<file path="src/two_wire_master_regs.vh">
`ifndef TWO_WIRE_MASTER_REGS_VH
`define TWO_WIRE_MASTER_REGS_VH
`define OFS_CONTROL 8'h00
`define OFS_CUR_CMD 8'h0C
`define OFS_NEXT_CMD 8'h10
`define OFS_RX_HOLD 8'h14
`define OFS_TX_HOLD 8'h18
`define OFS_STATUS 8'h1C
`define OFS_STATUS_CLEAR 8'h2C
`define CTL_MASTER_ON 0
`define CTL_MASTER_OFF 1
`define CTL_SMBUS_ON 4
`define CTL_SMBUS_OFF 5
`define CTL_SOFT_RESET 7
`define CTL_STOP 8
`define CMD_READ 0
`define CMD_ADDR_LO 1
`define CMD_ADDR_HI 8
`define CMD_TEN_BIT 11
`define CMD_VALID 15
`define ST_RX_WAITING 0
`define ST_TX_SPACE 1
`define ST_SLOT_FREE 2
`define ST_DONE 3
`define ST_IDLE 4
`define ST_QUIET 5
`define ST_ADDR_NACK 8
`define ST_DATA_NACK 9
`define ST_ARB_LOST 10
`define ST_ALERT 11
`define ST_TIMEOUT 12
`define ST_CHECKSUM 13
`define ST_STOP 14
`define ST_MASTER_ON 16
`define STICKY_MASK 32'h00007F08
`define STATUS_RESET 32'h00000002
`define CMD_RESET 32'h00000000
`define RESP_OKAY 2'h0
`define RESP_SLVERR 2'h2
`endif

</file>
<file path="src/two_wire_master_cmd_status.v">
`timescale 1ns/1ns
`include "two_wire_master_regs.vh"

// Summary of operation
// - Ten-bit bit selects 7-bit or 10-bit addressing.
// - Address bits 9-7 ignored in 7-bit mode.
// - Direction bit: zero transmit, one receive.
// - Current slot empties: next slot moves in.
// - Next-slot write lands in empty current slot.
// - Receive holding presents byte while ready set.
// - Status bit 16 shows master enabled.
// - Status bit 14 sets when stop accepted.
// - Status bit 13 sets on checksum mismatch.
// - Status bit 12 sets on SMBus timeout.
// - Status bit 11 sets on received alert.
// - Status bit 10 sets on arbitration loss.
// - Status bit 9 sets on data-phase NACK.
// - Status bit 8 sets on address-phase NACK.
// - Sticky flags clear only by writing one, by a software reset or by aresetn.
// - Status bit 5 shows two-wire bus quiet.
// - Status bit 4 shows no command pending.
// - Status bit 3 sets on successful completion.
// - Status bit 2 shows a free command slot.
// - Finished command clears current slot valid.
// - Transmit ready while holding empty and status bit 14 (stop) clear.
// - Receive ready while a byte waits.
module two_wire_master_cmd_status
#(
  parameter ADDR_W = 8
)
(
  input wire aclk,
  input wire aresetn,
  input wire [ADDR_W-1:0] s_axi_awaddr,
  input wire s_axi_awvalid,
  output reg s_axi_awready,
  input wire [31:0] s_axi_wdata,
  input wire [3:0] s_axi_wstrb,
  input wire s_axi_wvalid,
  output reg s_axi_wready,
  output reg [1:0] s_axi_bresp,
  output reg s_axi_bvalid,
  input wire s_axi_bready,
  input wire [ADDR_W-1:0] s_axi_araddr,
  input wire s_axi_arvalid,
  output reg s_axi_arready,
  output reg [31:0] s_axi_rdata,
  output reg [1:0] s_axi_rresp,
  output reg s_axi_rvalid,
  input wire s_axi_rready,
  input wire cmd_finish,
  input wire cmd_ok,
  input wire tx_take,
  input wire rx_strobe,
  input wire [7:0] rx_byte,
  input wire addr_nack_event,
  input wire data_nack_event,
  input wire timeout_event,
  input wire checksum_event,
  input wire stop_done,
  input wire sda_drive_high,
  input wire scl_in,
  input wire sda_in,
  input wire alert_in_n,
  output reg [31:0] current_command_slot,
  output reg [9:0] cmd_target_address,
  output reg cmd_ten_bit,
  output reg cmd_read,
  output reg [7:0] tx_byte,
  output reg tx_full,
  output reg rx_room,
  output reg master_on,
  output reg smbus_on,
  output reg stop_request,
  output reg soft_reset
);

  reg aw_have;
  reg w_have;
  reg [ADDR_W-1:0] aw_addr_q;
  reg [31:0] w_data_q;
  reg [3:0] w_strb_q;
  reg [31:0] next_command_slot;
  reg [31:0] status_flags;
  reg [31:0] sticky;
  reg [7:0] rx_hold;
  reg rx_full;
  reg [7:0] rx_pend;
  reg rx_pend_full;
  reg bus_quiet;
  reg scl_s1;
  reg scl_s2;
  reg scl_s3;
  reg sda_s1;
  reg sda_s2;
  reg sda_s3;
  reg alert_s1;
  reg alert_s2;
  reg alert_s3;
  reg [31:0] next_cur;
  reg [31:0] next_nxt;
  reg [31:0] next_sticky;
  reg [31:0] next_status;
  reg [31:0] evt;
  reg [31:0] clr;
  reg [31:0] rd_data;
  reg rd_mapped;
  reg [7:0] next_rx_hold;
  reg next_rx_full;
  reg [7:0] next_rx_pend;
  reg next_rx_pend_full;

  wire do_write = aw_have && w_have && !s_axi_bvalid;
  wire [7:0] wr_ofs = aw_addr_q[7:0];
  wire [31:0] wmask = {{8{w_strb_q[3]}}, {8{w_strb_q[2]}}, {8{w_strb_q[1]}},
    {8{w_strb_q[0]}}};
  wire wr_ctl = do_write && wr_ofs == `OFS_CONTROL;
  wire wr_cur = do_write && wr_ofs == `OFS_CUR_CMD;
  wire wr_next = do_write && wr_ofs == `OFS_NEXT_CMD;
  wire wr_tx = do_write && wr_ofs == `OFS_TX_HOLD && w_strb_q[0];
  wire wr_sclr = do_write && wr_ofs == `OFS_STATUS_CLEAR;
  wire [31:0] wbits = w_data_q & wmask;
  wire [31:0] merged_cur = (current_command_slot & ~wmask) | wbits;
  wire [31:0] merged_next = (next_command_slot & ~wmask) | wbits;
  wire ar_take = s_axi_arvalid && s_axi_arready;
  wire read_rx = ar_take && s_axi_araddr[7:0] == `OFS_RX_HOLD;
  wire scl_rise = scl_s2 && !scl_s3;
  wire start_seen = scl_s2 && scl_s3 && sda_s3 && !sda_s2;
  wire stop_seen = scl_s2 && scl_s3 && !sda_s3 && sda_s2;
  wire cur_valid = current_command_slot[`CMD_VALID];
  wire nxt_valid = next_command_slot[`CMD_VALID];

  // Register decode; write-only registers read as zero, holes answer SLVERR.
  always @*
  begin
    rd_data = 32'h00000000;
    rd_mapped = 1'b1;
    case (s_axi_araddr[7:0])
      `OFS_CONTROL: rd_data = 32'h00000000;
      `OFS_CUR_CMD: rd_data = current_command_slot;
      `OFS_NEXT_CMD: rd_data = next_command_slot;
      `OFS_RX_HOLD: rd_data = {24'h000000, rx_hold};
      `OFS_TX_HOLD: rd_data = 32'h00000000;
      `OFS_STATUS: rd_data = status_flags;
      `OFS_STATUS_CLEAR: rd_data = 32'h00000000;
      default: rd_mapped = 1'b0;
    endcase
  end

  always @(posedge aclk)
  begin
    if (!aresetn)
    begin
      s_axi_awready <= 1'b1;
      s_axi_wready <= 1'b1;
      s_axi_bvalid <= 1'b0;
      s_axi_bresp <= `RESP_OKAY;
      s_axi_arready <= 1'b1;
      s_axi_rvalid <= 1'b0;
      s_axi_rresp <= `RESP_OKAY;
      s_axi_rdata <= 32'h00000000;
      aw_have <= 1'b0;
      w_have <= 1'b0;
      aw_addr_q <= {ADDR_W{1'b0}};
      w_data_q <= 32'h00000000;
      w_strb_q <= 4'h0;
    end
    else
    begin
      if (s_axi_awvalid && s_axi_awready)
      begin
        aw_have <= 1'b1;
        aw_addr_q <= s_axi_awaddr;
        s_axi_awready <= 1'b0;
      end
      if (s_axi_wvalid && s_axi_wready)
      begin
        w_have <= 1'b1;
        w_data_q <= s_axi_wdata;
        w_strb_q <= s_axi_wstrb;
        s_axi_wready <= 1'b0;
      end
      if (do_write)
      begin
        aw_have <= 1'b0;
        w_have <= 1'b0;
        s_axi_bvalid <= 1'b1;
        if (wr_ofs == `OFS_CONTROL || wr_ofs == `OFS_CUR_CMD ||
          wr_ofs == `OFS_NEXT_CMD || wr_ofs == `OFS_TX_HOLD ||
          wr_ofs == `OFS_STATUS_CLEAR)
          s_axi_bresp <= `RESP_OKAY;
        else
          s_axi_bresp <= `RESP_SLVERR;
      end
      if (s_axi_bvalid && s_axi_bready)
      begin
        s_axi_bvalid <= 1'b0;
        s_axi_awready <= 1'b1;
        s_axi_wready <= 1'b1;
      end
      if (ar_take)
      begin
        s_axi_arready <= 1'b0;
        s_axi_rvalid <= 1'b1;
        s_axi_rdata <= rd_data;
        s_axi_rresp <= rd_mapped ? `RESP_OKAY : `RESP_SLVERR;
      end
      if (s_axi_rvalid && s_axi_rready)
      begin
        s_axi_rvalid <= 1'b0;
        s_axi_arready <= 1'b1;
      end
    end
  end

  // A next-slot write that meets a finishing command keeps the queue order.
  always @*
  begin
    next_cur = current_command_slot;
    next_nxt = next_command_slot;
    if (cmd_finish)
      next_cur[`CMD_VALID] = 1'b0;
    if (wr_cur)
      next_cur = merged_cur;
    if (wr_next)
    begin
      if (next_cur[`CMD_VALID])
        next_nxt = merged_next;
      else if (nxt_valid)
      begin
        next_cur = next_command_slot;
        next_nxt = merged_next;
      end
      else
        next_cur = merged_next;
    end
    else if (!next_cur[`CMD_VALID] && nxt_valid)
    begin
      next_cur = next_command_slot;
      next_nxt[`CMD_VALID] = 1'b0;
    end
    if (soft_reset)
    begin
      next_cur = `CMD_RESET;
      next_nxt = `CMD_RESET;
    end
  end

  always @(posedge aclk)
  begin
    if (!aresetn)
    begin
      current_command_slot <= `CMD_RESET;
      next_command_slot <= `CMD_RESET;
      cmd_target_address <= 10'h000;
      cmd_ten_bit <= 1'b0;
      cmd_read <= 1'b0;
    end
    else
    begin
      current_command_slot <= next_cur;
      next_command_slot <= next_nxt;
      cmd_ten_bit <= next_cur[`CMD_TEN_BIT];
      cmd_read <= next_cur[`CMD_READ];
      if (next_cur[`CMD_TEN_BIT])
        cmd_target_address <= next_cur[`CMD_ADDR_HI+2:`CMD_ADDR_LO];
      else
        cmd_target_address <= {3'h0, next_cur[`CMD_ADDR_HI-1:`CMD_ADDR_LO]};
    end
  end

  // Software reset is honoured only while the master is on, as a disabled
  // unit must be enabled first.
  always @(posedge aclk)
  begin
    if (!aresetn)
    begin
      master_on <= 1'b0;
      smbus_on <= 1'b0;
      stop_request <= 1'b0;
      soft_reset <= 1'b0;
    end
    else
    begin
      stop_request <= wr_ctl && wbits[`CTL_STOP];
      soft_reset <= wr_ctl && wbits[`CTL_SOFT_RESET] && master_on;
      if (wr_ctl && wbits[`CTL_MASTER_OFF])
        master_on <= 1'b0;
      else if (wr_ctl && wbits[`CTL_MASTER_ON])
        master_on <= 1'b1;
      if (wr_ctl && wbits[`CTL_SMBUS_OFF])
        smbus_on <= 1'b0;
      else if (wr_ctl && wbits[`CTL_SMBUS_ON])
        smbus_on <= 1'b1;
    end
  end

  // A byte written while the holder is full and not being taken is dropped; software paces on
  // the transmit-space flag.
  always @(posedge aclk)
  begin
    if (!aresetn)
    begin
      tx_byte <= 8'h00;
      tx_full <= 1'b0;
    end
    else if (soft_reset)
      tx_full <= 1'b0;
    else
    begin
      if (tx_take)
        tx_full <= 1'b0;
      if (wr_tx && (!tx_full || tx_take))
      begin
        tx_byte <= w_data_q[7:0];
        tx_full <= 1'b1;
      end
    end
  end

  always @*
  begin
    next_rx_hold = rx_hold;
    next_rx_full = rx_full;
    next_rx_pend = rx_pend;
    next_rx_pend_full = rx_pend_full;
    if (read_rx && rx_full)
    begin
      if (rx_pend_full)
      begin
        next_rx_hold = rx_pend;
        next_rx_pend_full = 1'b0;
      end
      else
        next_rx_full = 1'b0;
    end
    if (rx_strobe)
    begin
      if (!next_rx_full)
      begin
        next_rx_hold = rx_byte;
        next_rx_full = 1'b1;
      end
      else if (!next_rx_pend_full)
      begin
        next_rx_pend = rx_byte;
        next_rx_pend_full = 1'b1;
      end
    end
    if (soft_reset)
    begin
      next_rx_full = 1'b0;
      next_rx_pend_full = 1'b0;
    end
  end

  always @(posedge aclk)
  begin
    if (!aresetn)
    begin
      rx_hold <= 8'h00;
      rx_full <= 1'b0;
      rx_pend <= 8'h00;
      rx_pend_full <= 1'b0;
      rx_room <= 1'b1;
    end
    else
    begin
      rx_hold <= next_rx_hold;
      rx_full <= next_rx_full;
      rx_pend <= next_rx_pend;
      rx_pend_full <= next_rx_pend_full;
      rx_room <= !next_rx_pend_full;
    end
  end

  // Pins cross through two flops; the third stage only serves edge finding.
  always @(posedge aclk)
  begin
    if (!aresetn)
    begin
      scl_s1 <= 1'b1;
      scl_s2 <= 1'b1;
      scl_s3 <= 1'b1;
      sda_s1 <= 1'b1;
      sda_s2 <= 1'b1;
      sda_s3 <= 1'b1;
      alert_s1 <= 1'b1;
      alert_s2 <= 1'b1;
      alert_s3 <= 1'b1;
      bus_quiet <= 1'b1;
    end
    else
    begin
      scl_s1 <= scl_in;
      scl_s2 <= scl_s1;
      scl_s3 <= scl_s2;
      sda_s1 <= sda_in;
      sda_s2 <= sda_s1;
      sda_s3 <= sda_s2;
      alert_s1 <= alert_in_n;
      alert_s2 <= alert_s1;
      alert_s3 <= alert_s2;
      if (start_seen)
        bus_quiet <= 1'b0;
      else if (stop_seen)
        bus_quiet <= 1'b1;
    end
  end

  // Every flag that hardware sets wins over a status-clear write in the same cycle; a software reset clears all of them.
  always @*
  begin
    evt = 32'h00000000;
    evt[`ST_STOP] = stop_done;
    evt[`ST_CHECKSUM] = checksum_event;
    evt[`ST_TIMEOUT] = timeout_event;
    evt[`ST_ALERT] = alert_s3 && !alert_s2;
    evt[`ST_ARB_LOST] = scl_rise && sda_drive_high && !sda_s2 && cur_valid;
    evt[`ST_DATA_NACK] = data_nack_event;
    evt[`ST_ADDR_NACK] = addr_nack_event;
    evt[`ST_DONE] = cmd_finish && cmd_ok;
    clr = wr_sclr ? (wbits & `STICKY_MASK) : 32'h00000000;
    if (soft_reset)
      next_sticky = 32'h00000000;
    else
      next_sticky = ((sticky & ~clr) | evt) & `STICKY_MASK;
    next_status = sticky;
    next_status[`ST_MASTER_ON] = master_on;
    next_status[`ST_QUIET] = bus_quiet;
    next_status[`ST_IDLE] = !cur_valid && !nxt_valid;
    next_status[`ST_SLOT_FREE] = !(cur_valid && nxt_valid);
    next_status[`ST_TX_SPACE] = !tx_full && !sticky[`ST_STOP];
    next_status[`ST_RX_WAITING] = rx_full;
  end

  always @(posedge aclk)
  begin
    if (!aresetn)
    begin
      sticky <= 32'h00000000;
      status_flags <= `STATUS_RESET;
    end
    else
    begin
      sticky <= next_sticky;
      status_flags <= next_status;
    end
  end

endmodule // two_wire_master_cmd_status

</file>
<file path="config.mk">
export PLATFORM = sky130hd
export DESIGN_NAME = two_wire_master_cmd_status
export DESIGN_NICKNAME = d
export VERILOG_FILES = /design/src/two_wire_master_cmd_status.v
export VERILOG_INCLUDE_DIRS = /design/src /design/src/src
export SDC_FILE = /design/constraint.sdc
export NUM_CORES = 1
export LEC_CHECK = 0
export ABC_AREA = 1
export BUFFER_PORTS_ARGS = -buffer_cell sky130_fd_sc_hd__buf_2
export CAP_MARGIN = 20
export CORE_ASPECT_RATIO = 0.9
export CORE_MARGIN = 2
export CORE_UTILIZATION = 56
export DETAILED_ROUTE_END_ITERATION = 10
export PLACE_DENSITY_LB_ADDON = 0.05
export SLEW_MARGIN = 5
export SYNTH_ARGS = -nofsm -noshare
export SYNTH_HDL_FRONTEND = slang
export SYNTH_SLANG_ARGS = --single-unit
</file>
<file path="constraint.sdc">
create_clock -name aclk -period 1.8 [get_ports aclk]
set_input_delay 0.27 -clock aclk [delete_from_list [all_inputs] [get_ports aclk]]
set_output_delay 0.27 -clock aclk [all_outputs]
set_load 0.01 [all_outputs]
</file>
* Word level (Yosys, flattened, before mapping)
Cells that the tools add are included.
** Storage, ports and cells
- Bits in registers :: 230
- Bits of input ports :: 80
- Output and inout port bits :: 99
- Logic and storage cells :: 169
** Operators by class
- Equality and inequality tests :: 10
- Multiplexer cells :: 31
- Bitwise logic cells :: 12
- Reductions and logical operators :: 72
** Operators with widths (number)
- 2-to-1 mux 32 bit :: 7
- case mux 32 bit (4 select lines) :: 1
- bitwise AND 32 bit :: 3
- bitwise OR 32 bit :: 2
- equality test 8 x 5 -> 1 bit (second input constant) :: 6
- logical AND 1 bit :: 38
- 2-to-1 mux 8 bit :: 4
- inverter 32 bit :: 1
- equality test 8 x 4 -> 1 bit (second input constant) :: 2
- equality test 8 x 6 -> 1 bit (second input constant) :: 2
- logical NOT 8 bit :: 2
- bitwise AND 15 bit :: 1
- 2-to-1 mux 1 bit :: 15
- 2-to-1 mux 15 bit :: 1
- inverter 15 bit :: 1
- bitwise OR 15 bit :: 1
- logical NOT 1 bit :: 12
- 2-to-1 mux 12 bit :: 1
- OR reduction 2 bit :: 6
- nonzero test 2 bit :: 4
- OR reduction 7 bit :: 1
- AND reduction 2 bit :: 3
- logical OR 1 bit :: 5
- 2-to-1 mux 2 bit :: 2
- 2 further kinds :: 4

* Depth between registers and ports, before layout
Gate-level depths: netlist of the first run.
- Depth after elaboration :: 10
- Depth in mapped cells :: 13
- Mapped depth without buffers :: 12

* Worst setup path after synthesis of the first run
Ideal clock, no wire load.
- Path kind :: register to register
- Start point :: reg s_axi_bvalid
- End point :: reg current_command_slot[12]
- Library setup time :: 0.128 ns
- Data arrival time :: 1.418 ns
- Data required time :: 1.672 ns
- Path slack :: 0.254 ns
- Stages on the path, launching flop included :: 10
- Path buffers :: 1
- Period minus slack after synthesis :: 1.546 ns
- Path through :: dfxtp_1 -> nor2_4 -> nand3_4 -> nand2_1 -> nand2_2 -> nand2_1 -> clkbuf_1 -> o21ai_1 -> nor2_1 -> nor2_1
** Between the ends
- Longest elaborated chain between the ends :: 8
- Elaborated cells on any way between the ends :: 10
- Classes of those cells :: 4 x mux; 6 x reduce/logical
** Ends and longest elaborated chain
- start: declaration :: RTL line two_wire_master_cmd_status.v:42 : output reg s_axi_bvalid,
- start signal: assignment :: RTL line two_wire_master_cmd_status.v:156 : s_axi_bvalid <= 1'b0;
- start signal: assignment :: RTL line two_wire_master_cmd_status.v:187 : s_axi_bvalid <= 1'b1;
- start signal: assignment :: RTL line two_wire_master_cmd_status.v:197 : s_axi_bvalid <= 1'b0;
- logical NOT 1 bit (*) :: RTL line two_wire_master_cmd_status.v:113 : wire do_write = aw_have && w_have && !s_axi_bvalid;
- logical AND 1 bit (*) :: RTL line two_wire_master_cmd_status.v:113
- logical AND 1 bit (no source line)
- 2-to-1 mux 32 bit :: RTL line two_wire_master_cmd_status.v:223 : if (wr_cur)
- logical NOT 1 bit :: RTL line two_wire_master_cmd_status.v:237 : else if (!next_cur[`CMD_VALID] && nxt_valid)
- logical AND 1 bit :: RTL line two_wire_master_cmd_status.v:237
- 2-to-1 mux 32 bit :: RTL line two_wire_master_cmd_status.v:237
- 2-to-1 mux 32 bit (*) :: RTL line two_wire_master_cmd_status.v:225 : if (wr_next)
- end signal: assignment :: RTL line two_wire_master_cmd_status.v:253 : current_command_slot <= `CMD_RESET;
- end signal: assignment :: RTL line two_wire_master_cmd_status.v:261 : current_command_slot <= next_cur;
- end: declaration :: RTL line two_wire_master_cmd_status.v:65 : output reg [31:0] current_command_slot,
Every way passes the cells marked *; elsewhere a longest branch is shown, timed or not.
A chain may end at the register's enable or synchronous reset.

* Worst setup path in the final report of the first run
- Start point :: reg aw_addr_q[5]
- End point :: reg current_command_slot[25]
** Between the ends
- Longest elaborated chain between the ends :: 7
- Elaborated cells on any way between the ends :: 10
- Classes of those cells :: 2 x eq/ne; 4 x mux; 4 x reduce/logical
** Ends and longest elaborated chain
- start: declaration :: RTL line two_wire_master_cmd_status.v:80 : reg [ADDR_W-1:0] aw_addr_q;
- start signal: assignment :: RTL line two_wire_master_cmd_status.v:164 : aw_addr_q <= {ADDR_W{1'b0}};
- start signal: assignment :: RTL line two_wire_master_cmd_status.v:173 : aw_addr_q <= s_axi_awaddr;
- equality test 8 x 4 -> 1 bit (no source line)
- logical AND 1 bit (no source line)
- 2-to-1 mux 32 bit :: RTL line two_wire_master_cmd_status.v:223
- logical NOT 1 bit :: RTL line two_wire_master_cmd_status.v:237
- logical AND 1 bit :: RTL line two_wire_master_cmd_status.v:237
- 2-to-1 mux 32 bit :: RTL line two_wire_master_cmd_status.v:237
- 2-to-1 mux 32 bit (*) :: RTL line two_wire_master_cmd_status.v:225
Marks and branches as above.

==> metrics.md, run 1 <==
| Metric | Value |
|---|---|
| Max_cap viols | 0 |
| Sequential area share after synthesis | 0.447 |
| Row count | 45 |
| HPWL after DPL | 19,100 µm |
| DRC | 0 |
| Final worst path period share | 0.950 |
| CP startpoint kind | flip-flop |
| Critical Path AT | 2.09 ns |
| CTS Buf Count | 22 |
| Run status | complete, no violations |
| Initial Util | 0.572 |
| Number of synthesized flops with an enable pin | 0 |
| CTS H-tree lvls | 1 |
| Clock latency at the later pin of the worst-skew pair | 0.50 ns |
| Pre-antenna DRT Iters | 5 |
| Post-Syn Instances | 1,433 |
| Yosys reg bits | 216 |
| DR vias | 9,567 |
| Leakage | 5.22 nW |
| Core area | 16,900 µm² |
| 1st-iter DRT viols | 922 |
| Relative slew margins | 0.531 |
| GRT Util Overall | 0.287 |
| Fraction of registers with async set or reset after synthesis | 0 |
| Commonest non-fill, non-tap cell in the layout | nand2_1 |
| Number of port buffers | 176 |
| Largest net degree at the start of global routing | 90 |
| Initial antenna violation count | 0 |
| Setup ws final | 0.0905 ns |
| Antenna Violating Nets Remaining | 0 |
| Die area | 18,300 µm² |
| WP data required | 2.18 ns |
| Placer Congestion | 0.917 |
| CTS max path bufs | 3 |
| Fin Clk Skew | 0.0125 ns |
| Vias/cell | 5.23 |
| Crit Path Class | reg -> reg |
| Yosys warning total | 0 |
| Crit-path max FO | 19 |
| Pwr Total | 10.2 mW |
| Syn Area/Cell | 6.75 µm² |
| Final WL | 27,200 µm |
| CTS tree | built |
| Top Ports | 179 |
| VDD IR max | 0.669 mV |
| Hold depth | 3 |
| RR Endpoint | current_command_slot[25] |
| Crit path capture type | flip-flop |
| Die extent in y | 129 µm |
| Diodes inserted | 0 |
| Die width | 143 µm |
| Routed WL per cell | 14.9 µm |
| CTS Root Cell | clkbuf_16 |
| Hold Startpoint | rx_byte[7] |
| Final setup fails | 0 |
| Sink Count | 216 |
| Share of layout cells above drive strength 1 | 0.186 |
| R2R Setup Slk | 0.09 ns |
| Final Hold Fails | 0 |
| Max-slew violation count | 0 |
| Synth Flop Type | dfxtp_1 |
| Fill count | 1,533 |
| First-pass GRT wire length | 42,400 µm |
| Least-Margin Pin Slew | 0.703 ns |
| Cell Area, Synth | 9670 µm² |
| Pwr Density | 876 nW/µm² |
| Overflow after GRT | 0 |
| Hold Crit Endpoint | rx_hold[7] |
| Worst r2r src | aw_addr_q[5] |
| Min cycle time layout | 1.71 ns |
| R2R cell count | 11 |
| P&R area growth vs syn | 20.8% |
| Worst Hold Class | in -> reg |
| Fin nets | 1,684 |
| RSZ-0062 raised after global routing | yes |
| Most frequent cells in the layout | 321 x nand2_1, 215 x dfxtp_1, 205 x nor2_1 |
| Synth cell types | 34 |
| Setup WS pre-CTS | -0.000973 ns |
| Vias in the first global route | 8,214 |
| Clock-pin slew on the worst setup and hold paths | 0.06 ns |
| Max Clk Rate | 585 MHz |
==> power by group <==
| part | internal (mW) | switching, mW | total [mW] |
|---|---|---|---|
| sequential | 4.95 | 0.107 | 5.06 |
| clock | 2.50 | 1.84 | 4.34 |
| combinational | 0.302 | 0.537 | 0.839 |
==> worst max-delay path, stage by stage, from the launching register on <==
cell     delay, ns
dfxtp_1       0.33
inv_1         0.12
nand2_1       0.11
nor2_4        0.19
nand3_2       0.17
nand2_1       0.14
nand2_4       0.09
buf_12        0.17
nand2_1       0.06
o21ai_0       0.07
nor2_1        0.11
nor2_1        0.05
==> stage by stage <==
| stage | hold WS (ns) | instances | TNS, ns | instance area (µm²) | utilization |
|---|---|---|---|---|---|
| floorplan | 0.377 | 1434 | 0 | 9670 | - |
| global placement | 0.398 | 1782 | 0 | 10900 | 0.643 |
| detailed placement | 0.400 | 1782 | -0.000973 | 10900 | 0.643 |
| CTS | 0.00705 | 1823 | -0.0147 | 11600 | 0.685 |
| global route | 0.0182 | 1828 | -0.585 | 11700 | 0.692 |
| finish | 0.0157 | 1828 | 0 | 11700 | 0.692 |
==> synthesized netlist by cell type, types with 6 or more instances <==
cell / instances / area share
buf_2: 11 / 0.0057
or2_2: 6 / 0.0039
o211ai_1: 9 / 0.0070
inv_1: 158 / 0.061
o22ai_1: 6 / 0.0039
dfxtp_1: 216 / 0.45
nand2_1: 326 / 0.13
o21ai_1: 16 / 0.0083
clkbuf_1: 52 / 0.020
nand4_1: 11 / 0.0071
nand3_1: 44 / 0.023
o21ai_0: 158 / 0.082
buf_4: 15 / 0.012
nor2_1: 210 / 0.082
a21oi_1: 144 / 0.075
nor3_1: 7 / 0.0036
==> final cells by class <==
cell class	instances	area [µm²]	area share
clock buffer	33	653	0.0559
clock inverter	4	23.8	0.00203
inverter	168	638	0.0546
multi-input combinational	964	4340	0.371
sequential	216	4330	0.370
tap	211	264	0.0226
timing repair buffer	232	1440	0.123
==> how the worst max path moves through the flow <==
stage                          startpoint                       end  slack, ns  depth (start not counted)
after floorplan              s_axi_bvalid  current_command_slot[12]       0.25                          9
after global placement       aw_addr_q[0]     next_command_slot[15]       0.03                          9
after detailed placement  s_axi_araddr[5]                rx_pend[5]     -0.001                         13
after CTS                          w_have  current_command_slot[16]     -0.006                         10
after global routing         aw_addr_q[5]   current_command_slot[7]      -0.06                         11
final                        aw_addr_q[5]  current_command_slot[25]       0.09                         11
==> state kept, by name (all words and copies together) (netlist names), 3 cells and up <==
signal and cells:
aw_addr_q 8, cmd_target_address 3, current_command_slot 32, next_command_slot 32
rx_hold 8, rx_pend 8, s_axi_rdata 32, status_flags 14
sticky 8, tx_byte 8, w_data_q 32, w_strb_q 4
==> cells by family (layout without fill, tap and decap cells) <==
family	count (synthesis)	count (layout)	share of synthesized area
flip-flops	216	216	0.447
AO/OA/AOI/OAI	339	339	0.180
other	1	2	0.000388
buffers and inverters	254	437	0.110
AND/OR/NAND/NOR	623	623	0.263
==> routing by layer <==
metal | part of all wire | track usage
met5 | 0 | 0
met4 | 0.013 | 0.0559
met3 | 0.099 | 0.0644
met2 | 0.41 | 0.413
met1 | 0.48 | 0.440
==> what timing repair did <==
| action | CTS | global route |
|---|---|---|
| pin swaps | 0 | 3 |
| setup buffers | 0 | 5 |
| endpoints found under the hold margin | 4 | 0 |
| gates resized for setup | 1 | 19 |
| setup endpoints to repair | 6 | 69 |
| hold buffers | 4 | 0 |
| cloned | 0 | 0 |
No activity file was read; power rests on OpenSTA's default activity.
==> run 2, diff against run 1 <==
ABC_AREA = unset   (was 1)
CORE_UTILIZATION = 55   (was 56)
==> run 2 against run 1 <==
  * The run now ends with setup timing left
  * Die area fell by 6.5%
  * Sequential share of layout area down 1.1 points
  * Synthesized area fell by 8.4%
  * Worst hold slack worse by 0.0089 ns
  * Final cell count shrank 19%
  * Via count down 12%
==> metrics.md, run 2 <==
| Metric | Value |
|---|---|
| Vias in the first global route | 7,968 |
| Vias/cell | 5.70 |
| RR Endpoint | next_command_slot[20] |
| Sequential area share after synthesis | 0.488 |
| Cell Area, Synth | 8860 µm² |
| Max-slew violation count | 0 |
| Yosys warning total | 0 |
| Slowest-stage cell, CP | dfxtp_2 |
| Commonest non-fill, non-tap cell in the layout | dfxtp_1 |
| Cell Chain, Critical Path | buf_6 > nor4_4 > buf_4 > a41oi_4 > a211oi_4 > buf_12 > mux2i_2 > nor2_1 |
| Worst Hold Class | in -> reg |
| Setup crit end | next_command_slot[20] |
| P&R area growth vs syn | 36.2% |
| Post-Syn Instances | 997 |
| Pre-antenna DRT Iters | 5 |
| DR vias | 8,462 |
| Count leader, synth | dfxtp_1 |
| Final setup fails | 75 |
| Crit Path Class | reg -> reg |
| GRT Util Overall | 0.302 |
| Pwr Density | 884 nW/µm² |
| Cell taking the most area after synthesis | dfxtp_1 |
| Final core occ | 0.756 |
| Number of synthesized flops with an enable pin | 0 |
| CP startpoint kind | flip-flop |
| Largest net degree at the start of global routing | 63 |
| Final non-filler cell total | 1,484 |
| Final WL | 26,200 µm |
| Die area | 17,100 µm² |
| Synth top area cells | dfxtp_1 49%, mux2i_1 7.6%, nand2_1 7.2%, a21oi_1 5.6%, o21ai_0 2.9% |
| Placer Congestion | 0.879 |
| Setup WS pre-CTS | -0.397 ns |
| Crit-path max FO | 8 |
| Top Ports | 179 |
| Number of port buffers | 176 |
| Max Clk Rate | 488 MHz |
| Fin Clk Skew | 0.0281 ns |
| Antenna Violating Nets Remaining | 0 |
| R2R cell count | 8 |
| Final Hold Fails | 0 |
| Least-Margin Pin Slew | 0.509 ns |
| Leakage | 5.10 nW |
| Sink Count | 216 |
| Die width | 138 µm |
| R2R Setup Slk | -0.25 ns |
| Row count | 44 |
| Overflow after GRT | 0 |
| CTS tree | built |
| CTS Root Cell | clkbuf_16 |
| Post-synth top area share | 0.488 |
| Max incr delay on CP | 0.33 ns |
| Clock-pin slew on the worst setup and hold paths | 0.06 ns |
| Post-synthesis mux area share | 0.0795 |
| CTS max path bufs | 3 |
| Fin nets | 1,342 |
| Synth Area in XOR/XNOR | 0 |
| Placed cells | 1,402 |
| Core area | 16,000 µm² |
| Routed WL per cell | 17.7 µm |
| VDD IR max | 0.795 mV |
| Failing checks | setup timing |
| Initial antenna violation count | 0 |
| Setup ws final | -0.248 ns |
| Run status | finished with violations |
| Worst r2r src | aw_addr_q[6] |
| RSZ-0062 raised after global routing | yes |
| First-pass GRT wire length | 41,400 µm |
| Max_cap viols | 0 |
| Critical Path Source | aw_addr_q[6] |
| HPWL after DPL | 17,500 µm |
| Final worst path period share | 1.14 |
| Yosys reg bits | 216 |
| Relative slew margins | 0.659 |
| Clock latency at the later pin of the worst-skew pair | 0.52 ns |
| Post-synthesis simple-gate area fraction | 0.204 |
| CTS Buf Count | 22 |
| Largest family of logic cells by synthesized area | simple AND/OR/NAND/NOR gates |
| CTS H-tree lvls | 1 |
| WP data required | 2.21 ns |
| Synth Area in Adders | 0 |
| Share of layout cells above drive strength 1 | 0.301 |
| Synth Flop Type | dfxtp_1 |
| Syn Area/Cell | 8.89 µm² |
| Synth Area in Compound Gates | 0.186 |
| Crit path capture type | flip-flop |
| 1st-iter DRT viols | 751 |
| Fraction of registers with async set or reset after synthesis | 0 |
| Diodes inserted | 0 |
| Initial Util | 0.555 |
| Synth cell types | 63 |
| Critical Path AT | 2.46 ns |
| Min cycle time layout | 2.05 ns |
| Most frequent cells in the layout | 210 x dfxtp_1, 176 x buf_2, 159 x nand2_1 |
| Synth cell count leaders | 216 x dfxtp_1, 170 x nand2_1, 99 x a21oi_1 |
| DRC | 0 |
| Die extent in y | 124 µm |
| Fill count | 1,195 |
[run 2: worst min-delay path by stage]
stage	to	slack [ns]	depth (start not counted)	from
4_1_cts	aw_addr_q[0]	0.0001	3	s_axi_awaddr[0]
3_3_place_gp	scl_s2	0.40	1	scl_s1
5_1_grt	w_strb_q[1]	0.008	3	s_axi_wstrb[1]
3_5_place_dp	scl_s2	0.40	1	scl_s1
6_report	aw_addr_q[2]	0.007	3	s_axi_awaddr[2]
2_1_floorplan	s_axi_awready	0.37	1	s_axi_awvalid
[run 2: cell families after synthesis]
logic type	count (synthesis)
muxes	70
other	1
buffers and inverters	83
DFF	216
AOI/OAI and AO/OA	258
and+or+nand+nor	369
[run 2: critical path, delay by kind of cell (launching register included)]
kind | cells | cell delay (ns)
compound gates | 2 | 0.57
buf+inv | 3 | 0.49
flops | 1 | 0.33
simple gates | 2 | 0.31
mux | 1 | 0.25
[run 2: layer usage]
layer  wire [µm]  track usage  share of wire
met3        1860       0.0383          0.071
met5           0            0              0
met1       11400        0.420           0.44
met4         771       0.0942          0.029
met2       12200        0.487           0.46
[run 2: what timing repair did]
item,4_1_cts,5_1_grt
hold endpoints to repair,33,0
pin swaps,19,16
setup endpoints to repair,80,89
buffers inserted,6,4
hold buffers,33,0
gates resized for setup,27,25
[run 2: report_power, final]
group	internal [mW]	switching [mW]
clock network	2.89	1.90
logic	0.384	0.458
registers	4.91	0.124
[run 2: final cells by class]
type,instances,area [µm²],share of cell area
timing repair buffer,310,2180,0.181
tap,207,259,0.0215
inverter,13,48.8,0.00404
clock inverter,9,134,0.0111
multi-input combinational,699,4470,0.371
clock buffer,30,631,0.0523
sequential,216,4330,0.359
[run 2: stage by stage]
| step | setup TNS (ns) | hold WS (ns) | power [mW] | cell area, µm² |
|---|---|---|---|---|
| 2_1_floorplan | -17.31 | 0.370 | 5.50 | 9060 |
| 3_3_place_gp | -25.50 | 0.397 | 5.86 | 10600 |
| 3_5_place_dp | -28.05 | 0.396 | 5.87 | 10600 |
| 4_1_cts | -9.25 | 0.000138 | 10.7 | 11900 |
| 5_1_grt | -15.99 | 0.00770 | 11.0 | 12100 |
| 6_report | -11.07 | 0.00684 | 10.7 | 12100 |
